File: config.mk
export PLATFORM = sky130hd
export DESIGN_NAME = dcc_top
export DESIGN_NICKNAME = d
export VERILOG_FILES = /design/src/shared/dcc_pkg.sv /design/src/logic/dcc_sync.sv /design/src/logic/dcc_channel.sv /design/src/logic/dcc_top.sv
export SDC_FILE = /design/constraint.sdc
export NUM_CORES = 1
export LEC_CHECK = 0
export BUFFER_PORTS_ARGS = -buffer_cell sky130_fd_sc_hd__buf_2
export CORE_MARGIN = 10
export CORE_UTILIZATION = 39
export CTS_CLUSTER_DIAMETER = 200
export CTS_CLUSTER_SIZE = 28
export DETAILED_ROUTE_END_ITERATION = 8
export GPL_ROUTABILITY_DRIVEN = 0
export HOLD_SLACK_MARGIN = 0.06
export PLACE_DENSITY_LB_ADDON = 0.2
export SLEW_MARGIN = 20
export SYNTH_ARGS = -nofsm -noshare
export SYNTH_HDL_FRONTEND = slang
export SYNTH_SLANG_ARGS = --single-unit
File: constraint.sdc
create_clock -name clock -period 2.2 [get_ports clock]
set_input_delay 0.11 -clock clock [delete_from_list [all_inputs] [get_ports clock]]
set_output_delay 0.11 -clock clock [all_outputs]
set_load 0.05 [all_outputs]
File: src/shared/dcc_pkg.sv
// constants, field layouts and carriers shared by the dual comparator control block
package dcc_pkg;

    // ------------------------------------------------------------------
    // bus and channel geometry
    // ------------------------------------------------------------------
    localparam int DCC_APB_AW = 16;
    localparam int DCC_APB_DW = 32;
    localparam int DCC_REG_W = 8;
    localparam int DCC_NCH = 2;

    // ------------------------------------------------------------------
    // register indices; byte address is four times the index
    // ------------------------------------------------------------------
    localparam logic [11:0] DCC_IDX_STATUS = 12'hf70;
    localparam logic [11:0] DCC_IDX_CTRL_LO = 12'hfd1;
    localparam logic [11:0] DCC_IDX_CTRL_HI = 12'hfd2;
    localparam logic [11:0] DCC_IDX_FLAG = 12'hfd3;
    localparam logic [15:0] DCC_ADDR_STATUS = {2'h0, DCC_IDX_STATUS, 2'h0};
    localparam logic [15:0] DCC_ADDR_CTRL_LO = {2'h0, DCC_IDX_CTRL_LO, 2'h0};
    localparam logic [15:0] DCC_ADDR_CTRL_HI = {2'h0, DCC_IDX_CTRL_HI, 2'h0};
    localparam logic [15:0] DCC_ADDR_FLAG = {2'h0, DCC_IDX_FLAG, 2'h0};

    // ------------------------------------------------------------------
    // field positions and reset values
    // ------------------------------------------------------------------
    localparam int DCC_STATUS_LSB = 0;
    localparam int DCC_FLAG_LSB = 5;
    localparam logic [7:0] DCC_CTRL_RESET = 8'h1f;
    localparam logic [7:0] DCC_FLAG_RESET = 8'h00;
    localparam logic DCC_RESULT_RESET = 1'b1;

    // ------------------------------------------------------------------
    // field encodings
    // ------------------------------------------------------------------
    typedef enum logic [1:0] {
        DCC_EV_OFF = 2'h0,
        DCC_EV_RISE = 2'h1,
        DCC_EV_FALL = 2'h2,
        DCC_EV_ANY = 2'h3
    } dcc_evpol_e;

    typedef enum logic [1:0] {
        DCC_NEG_PIN = 2'h0,
        DCC_NEG_ALT_A = 2'h1,
        DCC_NEG_ALT_B = 2'h2,
        DCC_NEG_FIXED = 2'h3
    } dcc_negsel_e;

    // inverting-side source actually switched in by the analog core
    typedef enum logic [1:0] {
        DCC_SRC_NEG_PIN = 2'h0,
        DCC_SRC_CHARGE_TIME = 2'h1,
        DCC_SRC_EXTRA_PIN = 2'h2,
        DCC_SRC_FIXED_REF = 2'h3
    } dcc_negsrc_e;

    // control register, bit 7 down to bit 0
    typedef struct packed {
        logic comparator_on;
        logic output_pin_enable;
        logic output_invert;
        dcc_evpol_e event_polarity_select;
        logic positive_ref_select;
        dcc_negsel_e negative_channel_select;
    } dcc_ctrl_s;

    // steering sent to one analog comparator core
    typedef struct packed {
        logic enable;
        logic pos_from_ladder;
        dcc_negsrc_e neg_source;
    } dcc_analog_s;

endpackage

File: src/logic/dcc_sync.sv
// two-stage level synchroniser for the asynchronous comparator outputs
`timescale 1ns/1ns
module dcc_sync #(
    parameter int W = 2,
    parameter logic RESET_LEVEL = 1'b1
) (
    input wire logic clock,
    input wire logic rst_n,
    input wire logic ce,
    input wire logic [W-1:0] async_in,
    output logic [W-1:0] sync_out
);
    logic [W-1:0] stage1;
    logic [W-1:0] stage2;
    logic [W-1:0] next_stage1;
    logic [W-1:0] next_stage2;

    // ------------------------------------------------------------------
    // next values; stage1 feeds stage2 only
    // ------------------------------------------------------------------
    always_comb begin
        next_stage1 = stage1;
        next_stage2 = stage2;
        if (ce) begin
            next_stage1 = async_in;
            next_stage2 = stage1;
        end
    end

    // registers, constant under reset
    always_ff @(posedge clock or negedge rst_n) begin
        if (!rst_n) begin
            stage1 <= {W{RESET_LEVEL}};
            stage2 <= {W{RESET_LEVEL}};
        end else begin
            stage1 <= next_stage1;
            stage2 <= next_stage2;
        end
    end

    assign sync_out = stage2;
endmodule // dcc_sync

File: src/logic/dcc_channel.sv
// one comparator channel: polarity, disable hold and edge-selectable event
`timescale 1ns/1ns
module dcc_channel (
    input wire logic clock,
    input wire logic rst_n,
    input wire logic ce,
    input wire dcc_pkg::dcc_ctrl_s ctrl,
    input wire logic raw_sync,
    output logic result,
    output logic event_hit
);
    import dcc_pkg::*;

    logic prev_result;
    logic was_on;
    logic next_prev_result;
    logic next_was_on;
    logic rise;
    logic fall;

    // ------------------------------------------------------------------
    // polarity-adjusted result, held at reset level while off
    // ------------------------------------------------------------------
    // held while off
    always_comb begin
        result = DCC_RESULT_RESET;
        if (ctrl.comparator_on) begin
            // invert before status, pin and events
            result = raw_sync ^ ctrl.output_invert;
        end
    end

    // edges are seen on the adjusted result, so inverting swaps them
    // adjusted-result edges
    assign rise = result & ~prev_result;
    assign fall = ~result & prev_result;

    // event select; nothing from a channel that is or just was off
    always_comb begin
        event_hit = 1'b0;
        if (ce && ctrl.comparator_on && was_on) begin
            unique case (ctrl.event_polarity_select)
                DCC_EV_OFF: event_hit = 1'b0;
                DCC_EV_RISE: event_hit = rise;
                DCC_EV_FALL: event_hit = fall;
                DCC_EV_ANY: event_hit = rise | fall;
            endcase
        end
    end

    // history next values
    always_comb begin
        next_prev_result = prev_result;
        next_was_on = was_on;
        if (ce) begin
            next_prev_result = result;
            next_was_on = ctrl.comparator_on;
        end
    end

    // history registers
    always_ff @(posedge clock or negedge rst_n) begin
        if (!rst_n) begin
            prev_result <= DCC_RESULT_RESET;
            was_on <= 1'b0;
        end else begin
            prev_result <= next_prev_result;
            was_on <= next_was_on;
        end
    end
endmodule // dcc_channel

File: src/logic/dcc_top.sv
// dual comparator control: APB registers, input steering, pins and event flags
`timescale 1ns/1ns
module dcc_top #(
    parameter dcc_pkg::dcc_negsrc_e ALT_A_SRC = dcc_pkg::DCC_SRC_CHARGE_TIME,
    parameter dcc_pkg::dcc_negsrc_e ALT_B_SRC = dcc_pkg::DCC_SRC_EXTRA_PIN
) (
    input wire logic clock,
    input wire logic rst_n,
    input wire logic ce,
    input wire logic psel,
    input wire logic penable,
    input wire logic pwrite,
    input wire logic [dcc_pkg::DCC_APB_AW-1:0] paddr,
    input wire logic [dcc_pkg::DCC_APB_DW-1:0] pwdata,
    input wire logic [3:0] pstrb,
    output logic [dcc_pkg::DCC_APB_DW-1:0] prdata,
    output logic pready,
    output logic pslverr,
    input wire logic [dcc_pkg::DCC_NCH-1:0] comp_raw,
    output dcc_pkg::dcc_analog_s [dcc_pkg::DCC_NCH-1:0] analog_ctrl,
    output logic [dcc_pkg::DCC_NCH-1:0] comparator_output_pin,
    output logic [dcc_pkg::DCC_NCH-1:0] comparator_output_pin_oe,
    output logic [dcc_pkg::DCC_NCH-1:0] comparator_event_flag
);
    import dcc_pkg::*;

    // ------------------------------------------------------------------
    // declarations
    // ------------------------------------------------------------------
    // registered state and its next values come first,
    // then the decode helpers that feed them
    dcc_ctrl_s ctrl [DCC_NCH];
    dcc_ctrl_s next_ctrl [DCC_NCH];
    logic [DCC_NCH-1:0] flag;
    logic [DCC_NCH-1:0] next_flag;
    logic [DCC_NCH-1:0] pin_q;
    logic [DCC_NCH-1:0] next_pin_q;
    logic [DCC_NCH-1:0] pin_oe_q;
    logic [DCC_NCH-1:0] next_pin_oe_q;
    logic [DCC_APB_DW-1:0] rdata_q;
    logic [DCC_APB_DW-1:0] next_rdata_q;
    logic [DCC_NCH-1:0] raw_sync;
    logic [DCC_NCH-1:0] result;
    logic [DCC_NCH-1:0] event_hit;
    logic [DCC_NCH-1:0] any_mode_set;
    logic [DCC_NCH-1:0] ctrl_hit;
    logic [DCC_REG_W-1:0] wbyte;
    logic [DCC_REG_W-1:0] status_byte;
    logic [DCC_REG_W-1:0] flag_byte;
    logic hit_status;
    logic hit_flag;
    logic mapped;
    logic setup_rd;
    logic access_wr;
    logic lane0;

    // ------------------------------------------------------------------
    // APB decode
    // ------------------------------------------------------------------

    // bus timing at a glance:
    //   setup edge - read data for the addressed register is captured
    //   access edge - a write lands; pready is already high
    // a write with pstrb[0] low completes normally but changes nothing,
    // since every register lives in the low byte lane
    // the flag register sits just above the two control slots,
    // with its bits 6:5 lined up with the two event flags
    // zero wait states: every access completes in its first access cycle
    assign pready = 1'b1;
    assign hit_status = (paddr == DCC_ADDR_STATUS);
    assign hit_flag = (paddr == DCC_ADDR_FLAG);
    assign ctrl_hit[0] = (paddr == DCC_ADDR_CTRL_LO);
    assign ctrl_hit[1] = (paddr == DCC_ADDR_CTRL_HI);
    assign mapped = hit_status | hit_flag | (|ctrl_hit);
    // unmapped addresses answer with an error, writes there change nothing
    assign pslverr = psel & penable & ~mapped;
    assign setup_rd = ce & psel & ~penable & ~pwrite;
    assign lane0 = pstrb[0];
    // writes take effect only at the completing access edge
    assign access_wr = ce & psel & penable & pwrite & lane0;
    assign wbyte = pwdata[DCC_REG_W-1:0];
    assign prdata = rdata_q;

    // ------------------------------------------------------------------
    // comparator result path
    // ------------------------------------------------------------------

    // the raw outputs come from the analog cores with no relation to the
    // clock; nothing reads them before the second synchroniser stage,
    // so a metastable first stage has a whole cycle to settle
    // limitation: a level shorter than a clock period may be missed
    // raw outputs synchronised
    dcc_sync #(
        .W(DCC_NCH),
        .RESET_LEVEL(DCC_RESULT_RESET)
    ) u_sync (
        .clock(clock),
        .rst_n(rst_n),
        .ce(ce),
        .async_in(comp_raw),
        .sync_out(raw_sync)
    );

    // one independent channel per comparator
    // each keeps its own history, so the two never share an edge
    genvar gi;
    generate
        for (gi = 0; gi < DCC_NCH; gi++) begin : g_ch
            dcc_channel u_ch (
                .clock(clock),
                .rst_n(rst_n),
                .ce(ce),
                .ctrl(ctrl[gi]),
                .raw_sync(raw_sync[gi]),
                .result(result[gi]),
                .event_hit(event_hit[gi])
            );
        end
    endgenerate

    // ------------------------------------------------------------------
    // analog steering
    // ------------------------------------------------------------------

    // codes 01 and 10 are left to parameters so an integration can point
    // them at whichever spare inverting-side sources it has; the core is
    // told the source, not the raw code, to keep the decode in one place
    // decode control fields into core enable and input multiplexers
    always_comb begin
        for (int i = 0; i < DCC_NCH; i++) begin
            analog_ctrl[i].enable = ctrl[i].comparator_on;
            analog_ctrl[i].pos_from_ladder = ctrl[i].positive_ref_select;
            unique case (ctrl[i].negative_channel_select)
                DCC_NEG_PIN: analog_ctrl[i].neg_source = DCC_SRC_NEG_PIN;
                DCC_NEG_ALT_A: analog_ctrl[i].neg_source = ALT_A_SRC;
                DCC_NEG_ALT_B: analog_ctrl[i].neg_source = ALT_B_SRC;
                DCC_NEG_FIXED: analog_ctrl[i].neg_source = DCC_SRC_FIXED_REF;
            endcase
        end
    end

    // ------------------------------------------------------------------
    // control registers
    // ------------------------------------------------------------------

    // the auto flag fires only when a write moves the mode into any-change;
    // rewriting the same mode leaves a cleared flag alone, so software
    // can finish its setup without the flag coming back
    // control next values; a byte write replaces the whole field set
    always_comb begin
        for (int i = 0; i < DCC_NCH; i++) begin
            next_ctrl[i] = ctrl[i];
            any_mode_set[i] = 1'b0;
            if (access_wr && ctrl_hit[i]) begin
                next_ctrl[i] = dcc_ctrl_s'(wbyte);
                any_mode_set[i] = (next_ctrl[i].event_polarity_select == DCC_EV_ANY)
                    && (ctrl[i].event_polarity_select != DCC_EV_ANY);
            end
        end
    end

    always_ff @(posedge clock or negedge rst_n) begin
        if (!rst_n) begin
            for (int i = 0; i < DCC_NCH; i++) begin
                ctrl[i] <= dcc_ctrl_s'(DCC_CTRL_RESET);
            end
        end else begin
            for (int i = 0; i < DCC_NCH; i++) begin
                ctrl[i] <= next_ctrl[i];
            end
        end
    end

    // ------------------------------------------------------------------
    // event flags
    // ------------------------------------------------------------------

    // software write first, hardware set on top so an event is never lost
    // event_hit is already gated by ce, the bus write by access_wr
    always_comb begin
        next_flag = flag;
        if (access_wr && hit_flag) begin
            next_flag = wbyte[DCC_FLAG_LSB +: DCC_NCH];
        end
        next_flag = next_flag | event_hit | any_mode_set;
    end

    // flag registers
    always_ff @(posedge clock or negedge rst_n) begin
        if (!rst_n) begin
            flag <= DCC_FLAG_RESET[DCC_FLAG_LSB +: DCC_NCH];
        end else begin
            flag <= next_flag;
        end
    end

    assign comparator_event_flag = flag;

    // ------------------------------------------------------------------
    // output pins
    // ------------------------------------------------------------------

    // pins are registered so the remap multiplexer sees clean levels
    // the enable follows comparator_on too: a core that is off never
    // drives its remapped pin, whatever output_pin_enable says
    always_comb begin
        next_pin_q = pin_q;
        next_pin_oe_q = pin_oe_q;
        if (ce) begin
            next_pin_q = result;
            for (int i = 0; i < DCC_NCH; i++) begin
                next_pin_oe_q[i] = ctrl[i].comparator_on & ctrl[i].output_pin_enable;
            end
        end
    end

    // pin registers
    always_ff @(posedge clock or negedge rst_n) begin
        if (!rst_n) begin
            pin_q <= {DCC_NCH{DCC_RESULT_RESET}};
            pin_oe_q <= '0;
        end else begin
            pin_q <= next_pin_q;
            pin_oe_q <= next_pin_oe_q;
        end
    end

    assign comparator_output_pin = pin_q;
    assign comparator_output_pin_oe = pin_oe_q;

    // ------------------------------------------------------------------
    // read path
    // ------------------------------------------------------------------

    // unimplemented status bits and the upper data lanes always read zero
    // status bits 1-0 only
    always_comb begin
        status_byte = '0;
        status_byte[DCC_STATUS_LSB +: DCC_NCH] = result;
        flag_byte = '0;
        flag_byte[DCC_FLAG_LSB +: DCC_NCH] = flag;
    end

    // read data captured in the setup cycle, stable for the access cycle;
    // a status sample is therefore one cycle older than the access edge
    // trade-off: polling sees results a cycle late, but prdata stays off
    // the comparator path for the whole access phase
    always_comb begin
        next_rdata_q = rdata_q;
        if (setup_rd) begin
            next_rdata_q = '0;
            if (hit_status) begin
                next_rdata_q[DCC_REG_W-1:0] = status_byte;
            end else if (hit_flag) begin
                next_rdata_q[DCC_REG_W-1:0] = flag_byte;
            end else if (ctrl_hit[0]) begin
                next_rdata_q[DCC_REG_W-1:0] = ctrl[0];
            end else if (ctrl_hit[1]) begin
                next_rdata_q[DCC_REG_W-1:0] = ctrl[1];
            end
        end
    end

    // read data register
    always_ff @(posedge clock or negedge rst_n) begin
        if (!rst_n) begin
            rdata_q <= '0;
        end else begin
            rdata_q <= next_rdata_q;
        end
    end
endmodule // dcc_top

==> out/metrics.csv, run 1 <==
stage,metric,value,unit
layout,Area growth syn-to-layout,16.7,%
sta,Worst slew margin,0.483,
setup_path,"Req. time, crit path",2360,ps
sta,setup tns final,0,ps
logic_synthesis,"flops & latches, synth",36,
die,Starting Density,0.407,
routing,Routed WL,5.11,mm
layout,"commonest non-fill, non-tap cell in the layout",buf_2,
layout,# diodes,0,
run,max-cap violations,0,
power,switching part of the total,0.273,
die,CORE AREA,0.00520,mm2
clock_tree,Post-CTS Hold Buffers,3,
logic_synthesis,Ys Warns,0,
layout,share of cells above drive strength 1,0.419,
status,run status,finished clean,
logic_synthesis,Synth area leaders,"dfrtp_1 24%, dfstp_2 20%, buf_4 11%",
layout,Util after Layout,0.475,
clock_tree,H-tree depth,2,
sta,clock skew,5.03,ps
die,Top Ports,108,
die,Die X,93.7,um
clock_tree,"Reg clk slew, reported paths",70,ps
grt,vias in the first global route,1588,
die,Die ar.,0.00879,mm2
grt,overall routing resource usage,0.116,
sta,Max Clk Rate,0.534,GHz
setup_path,Worst Path Max Fanout,3,
layout,Layout Nets,323,
clock_tree,post-cts gate resize count,0,
layout,Final Instance Count excl. Fillers,330,
sta,worst hold margin,75.0,ps
routing,drc violations,0,
clock_tree,clock buffer depth,2,
placed_design,Placed Area,0.00234,mm2
grt,first-pass GRT wire length,8.04,mm
routing,WL met3,527,um
clock_tree,post-CTS setup repair buffer count,0,
placed_design,detailed placer's ending HPWL,4.08,mm
clock_tree,CTS buffer count,5,
grt,initial antenna violation count,0,
clock_tree,root buf cell,clkbuf_8,
hold_path,Hold Crit Class,in2reg,
layout,Finished Cell Area,0.00247,mm2
sta,Tcrit/Tclk final,0.852,
logic_synthesis,post-synth top area share,0.236,
logic_synthesis,Yosys cell types,39,
setup_path,WP data arrival,2040,ps
power,sequential fraction of design power,0.491,
setup_path,Worst Setup Start Kind,flop,
clock_tree,number of sinks on the clock net,36,
power,sw power,381,uW
setup_path,critical path class,reg2reg,
layout,"commonest cells after routing, fill and taps aside","55 x buf_2, 25 x conb_1, 20 x dfrtp_1, 16 x dfstp_2, 15 x mux2_2",
power,Int Pwr,1010,uW
logic_synthesis,"Seq/Total Area, Yosys",0.434,
routing,DR iter-0 viols,101,
logic_synthesis,"Avg Cell Area, Syn",10.3,um2
sta,Final min period,1870,ps
sta,Slew Limit Fails,0,
sta,Final setup viols,0,
routing,remaining antenna violation count,0,
die,FP Rows,26,
clock_tree,worst skew pair latency,280,ps
sta,RSZ-0062 raised after global routing,false,
power,pwr dens,563,mW/mm2
power,Gate power share,0.143,
power,clock network power share,0.366,
power,worst vdd ir,0.000464,V
sta,Fin. Hold Viols,0,
placed_design,Buffers on Ports,55,
clock_tree,CTS tree,done,
routing,DRT Pass-1 Iters,4,
setup_path,Setup crit end kind,flop,
routing,Vias,1539,
power,leak pwr,0.00122,uW
grt,GRT overflow,0,
die,Die Y,93.7,um
routing,WL/cell,15.5,um
routing,metal2 WL,2.37,mm
routing,Top Layer Used,met4,
sta,worst slew pin tran,775,ps
routing,Post-Route M1 WL,2.18,mm
placed_design,# placed instances,319,
routing,Via-to-Cell Ratio,4.66,
logic_synthesis,Post-Syn Area,0.00212,mm2
logic_synthesis,biggest area consumer among synthesized cells,dfrtp_1,
grt,pin count of the biggest net entering global routing,37,
logic_synthesis,Post-Syn Instances,206,
[Yosys cell counts]
cell type / count
buf_4: 31
dfrtp_1: 20
dfstp_2: 16
mux2_2: 15
nand2_1: 14
nor2_1: 12
o21ai_0: 9
inv_1: 8
mux2_4: 8
a21oi_1: 7
clkbuf_1: 6
nand3_1: 6
and2_1: 5
a22oi_1: 4
and3_1: 4
ha_1: 4
mux2i_1: 3
nor2b_1: 3
o211ai_1: 3
or3_1: 3
a31oi_1: 2
a32oi_1: 2
conb_1: 2
nand3b_1: 2
o31ai_1: 2
xnor2_1: 2
a211o_1: 1
buf_1: 1
buf_2: 1
buf_6: 1
nand2b_1: 1
nand4_1: 1
nand4b_1: 1
nor3_1: 1
nor3_4: 1
nor4_1: 1
or2_2: 1
or4_4: 1
or4bb_1: 1
[registers in the layout, summed over array words and instances, names as in the netlist]
register and flops:
comparator_output_pin 2, u_sync.stage1 2, comparator_output_pin_oe 2, u_sync.sync_out 2
prdata 8, g_ch.u_ch.was_on 2, analog_ctrl 4, comparator_event_flag 2
ctrl 12
[per-stage QoR]
| step | worst slack (ps) | power, uW |
|---|---|---|
| 6_report | 326 | 1390 |
| 5_1_grt | 201 | 1470 |
| 4_1_cts | 322 | 1410 |
| 3_5_place_dp | 155 | 890 |
| 3_3_place_gp | 162 | 889 |
| 2_1_floorplan | 382 | 865 |
[per-layer routing]
metal | vias to the layer above | GRT usage
li1 | 760 | -
met1 | 712 | 0.138
met2 | 63 | 0.185
met3 | 4 | 0.0480
met4 | 0 | 0.0354
met5 | - | 0
[power by group through the flow]
stage	combinational [uW]	sequential (uW)	clock, uW
after floorplan	171	694	0
after global placement	193	696	0
after detailed placement	194	696	0
after CTS	198	685	527
after global routing	215	685	567
final	199	685	510
[area by class of cell]
cell class / count / area (um2)
Clock buffer: 8 / 100
Fill cell: 526 / 2730
Inverter: 8 / 30.0
Multi-Input combinational cell: 145 / 981
Sequential cell: 36 / 921
Tap cell: 70 / 87.6
Timing Repair Buffer: 63 / 355
[path summary, 6_finish.rpt]
check                                                          endpoint  slack (ps)                      startpoint  cells past startpoint
worst max-delay path                 comparator_event_flag[0]$_DFF_PN0_         330  u_sync.sync_out[0]$_DFFE_PN1P_                      7
worst min-delay path                         analog_ctrl[3]$_DFFE_PN0P_          80                       pwdata[7]                      2
worst max register to register       comparator_event_flag[0]$_DFF_PN0_         330  u_sync.sync_out[0]$_DFFE_PN1P_                      7
worst min register to register                    prdata[2]$_DFFE_PN0P_         480           prdata[2]$_DFFE_PN0P_                      2
max in group asynchronous                           ctrl[5]$_DFFE_PN0P_        1250                           rst_n                      2
min in group asynchronous       comparator_output_pin_oe[0]$_DFFE_PN0P_         450                           rst_n                      2
[worst max-delay path: stages (launching register included)]
cell and delay, ps:
dfstp_2 550, xnor2_1 100, and2_1 170, inv_1 90, ha_1 300, o211ai_1 100, and3_1 180, a211o_1 260
[cells by family after synthesis]
| family | after synthesis | share of synthesized area |
|---|---|---|
| buf+inv | 48 | 0.144 |
| other cells | 2 | 0.00354 |
| xor+xnor | 2 | 0.00826 |
| mux | 26 | 0.150 |
| fa+ha+maj | 4 | 0.0236 |
| flops | 36 | 0.434 |
| compound gates | 30 | 0.0879 |
| simple gates | 58 | 0.148 |
Power figures use the tool's default switching activity.
==> inputs of run 2 (changes only) <==
Settings changed: RECOVER_POWER from default to 100.
==> run 2 against run 1 <==
Hold slack worse by 11 ps. Non-clock buffer count unchanged. Sequential cell count unchanged. Register-to-register slack worse by 50 ps. Final cell count unchanged. Clock power about the same. Via count down 0.13%. Die area unchanged. Sequential share of layout area up 1.1 points. Wire length about the same.
==> out/metrics.csv, run 2 (same netlist as run 1, synthesis figures left out) <==
stage,metric,value,unit,change
clock_tree,"Reg clk slew, reported paths",70,ps,about the same
setup_path,critical path class,in2reg,,
setup_path,crit path to,ctrl[14]$_DFFE_PN0P_,,
routing,DRT Pass-1 Iters,4,,unchanged
routing,DR iter-0 viols,72,,-29%
grt,pin count of the biggest net entering global routing,37,,unchanged
routing,remaining antenna violation count,0,,unchanged
sta,setup tns final,0,ps,unchanged
grt,overall routing resource usage,0.116,,unchanged
sta,worst hold margin,63.6,ps,-11.4 ps
die,FP Rows,26,,unchanged
power,clock network power share,0.367,,about the same
layout,register area,921,um2,unchanged
clock_tree,worst skew pair latency,280,ps,about the same
power,sw power,379,uW,-0.45%
setup_path,crit path from,paddr[15],,
sta,Worst slew margin,0.421,,-0.0620
power,worst vdd ir,0.000461,V,-0.82%
layout,Final Instance Count excl. Fillers,330,,unchanged
die,Die X,93.7,um,unchanged
power,Int Pwr,1010,uW,-0.28%
die,Starting Density,0.407,,unchanged
grt,vias in the first global route,1588,,unchanged
layout,share of cells above drive strength 1,0.288,,-0.131
die,CORE AREA,0.00520,mm2,unchanged
placed_design,Buffers on Ports,55,,unchanged
run,max-cap violations,0,,unchanged
clock_tree,clock buffer depth,2,,unchanged
routing,Via-to-Cell Ratio,4.66,,-0.13%
setup_path,WP data arrival,2200,ps,+160 ps
layout,max FFs per register,12,,unchanged
sta,clock skew,5.85,ps,+0.821 ps
routing,drc violations,0,,unchanged
clock_tree,post-cts gate resize count,0,,unchanged
layout,Util after Layout,0.462,,-0.0135
sta,worst slew pin tran,869,ps,+93.0 ps
grt,initial antenna violation count,0,,unchanged
sta,RSZ-0062 raised after global routing,false,,
clock_tree,CTS buffer count,5,,unchanged
clock_tree,number of sinks on the clock net,36,,unchanged
layout,Layout Nets,323,,unchanged
power,sequential fraction of design power,0.492,,about the same
setup_path,R2R cell count,7,,unchanged
sta,Tcrit/Tclk final,0.926,,+0.0739
routing,WL/cell,15.5,um,about the same
sta,Final setup viols,0,,unchanged
power,Gate power share,0.142,,about the same
die,Top Ports,108,,unchanged
layout,Largest Register,ctrl,,
placed_design,# placed instances,319,,unchanged
layout,# diodes,0,,unchanged
grt,GRT overflow,0,,unchanged
setup_path,most used cell along the critical path,and3_1,,
die,Die ar.,0.00879,mm2,unchanged
setup_path,R2R setup slack,280,ps,-50 ps
power,leak pwr,0.00110,uW,-9.3%
setup_path,"Req. time, crit path",2360,ps,about the same
layout,"commonest cells after routing, fill and taps aside","31 x buf_2, 25 x conb_1, 25 x clkbuf_1, 20 x dfrtp_1, 15 x mux2_2",,
power,switching part of the total,0.273,,-0.000333
die,Die Y,93.7,um,unchanged
setup_path,r2r endpoint,comparator_event_flag[0]$_DFF_PN0_,,
power,pwr dens,578,mW/mm2,+2.6%
sta,Final min period,2040,ps,+163 ps
clock_tree,H-tree depth,2,,unchanged
setup_path,Worst Setup Start Kind,input pin,,
placed_design,detailed placer's ending HPWL,4.08,mm,unchanged
setup_path,Setup crit end kind,flop,,
layout,Fillers,550,,+4.6%
setup_path,max incr delay on CP,550,ps,about the same
sta,Fin. Hold Viols,0,,unchanged
routing,Vias,1537,,-0.13%
clock_tree,CTS tree,done,,
clock_tree,root buf cell,clkbuf_8,,
status,run status,finished clean,,
setup_path,FF-to-FF Start,u_sync.sync_out[0]$_DFFE_PN1P_,,
grt,first-pass GRT wire length,8.04,mm,unchanged
routing,Routed WL,5.11,mm,about the same
setup_path,CP Cell Sequence,"buf_2, or4_1, nor3_1, and3_1, and3_1, buf_12, mux2_1",,
setup_path,Worst Path Max Fanout,9,,+6
hold_path,Hold Crit Class,in2reg,,
layout,"commonest non-fill, non-tap cell in the layout",buf_2,,
sta,Max Clk Rate,0.491,GHz,-8.0%
layout,Area growth syn-to-layout,13.4,%,
sta,Slew Limit Fails,0,,unchanged
setup_path,slowest CP cell,or4_1,,
layout,area of the multi-input gates,943,um2,-3.8%
run 2: critical path, delay by kind of cell:
| family | cells | cell delay, ps |
|---|---|---|
| muxes | 1 | 310 |
| buffers and inverters | 2 | 240 |
| and+or+nand+nor | 4 | 1530 |
run 2: metal layers:
layer	global-route usage	share of wire	vias to the layer above
li1	-	-	757
met1	0.138	0.44	715
met2	0.185	0.46	61
met3	0.0480	0.099	4
met4	0.0354	0.0061	0
met5	0	0	-
run 2: metrics by stage:
step	setup WS (ps)	instance area (um2)	power (uW)
after floorplan	382	2210	865
after CTS	322	2470	1410
after global placement	162	2340	889
final	163	2400	1390
after global routing	102	2400	1460
after detailed placement	155	2340	890
run 2: worst min-delay path by stage:
stage          startpoint  slack [ps]                                      end  cells after the start
3_3_place_gp        rst_n         240  comparator_output_pin_oe[0]$_DFFE_PN0P_                      1
6_report        pwdata[2]          60               analog_ctrl[2]$_DFFE_PN1P_                      2
3_5_place_dp        rst_n         250          g_ch[1].u_ch.was_on$_DFFE_PN0P_                      1
2_1_floorplan       rst_n        -190               analog_ctrl[3]$_DFFE_PN0P_                      0
4_1_cts         pwdata[7]          70               analog_ctrl[3]$_DFFE_PN0P_                      2
5_1_grt         pwdata[2]          60               analog_ctrl[2]$_DFFE_PN1P_                      2
run 2: final cells by class:
type | count | area share
Multi-Input combinational cell | 145 | 0.392
Inverter | 8 | 0.0125
Tap cell | 70 | 0.0364
Sequential cell | 36 | 0.383
Clock buffer | 8 | 0.0416
Timing Repair Buffer | 63 | 0.134
run 2: power by group through the flow:
stage	sequential, uW	combinational (uW)	clock (uW)
after floorplan	694	171	0
after global placement	696	193	0
after detailed placement	696	194	0
after CTS	685	198	527
after global routing	683	213	567
final	683	197	509
run 2: what timing repair did:
| action | in CTS | in global routing |
|---|---|---|
| buffers inserted | 0 | 0 |
| hold buffers | 3 | 0 |
| hold endpoints to repair | 22 | 0 |
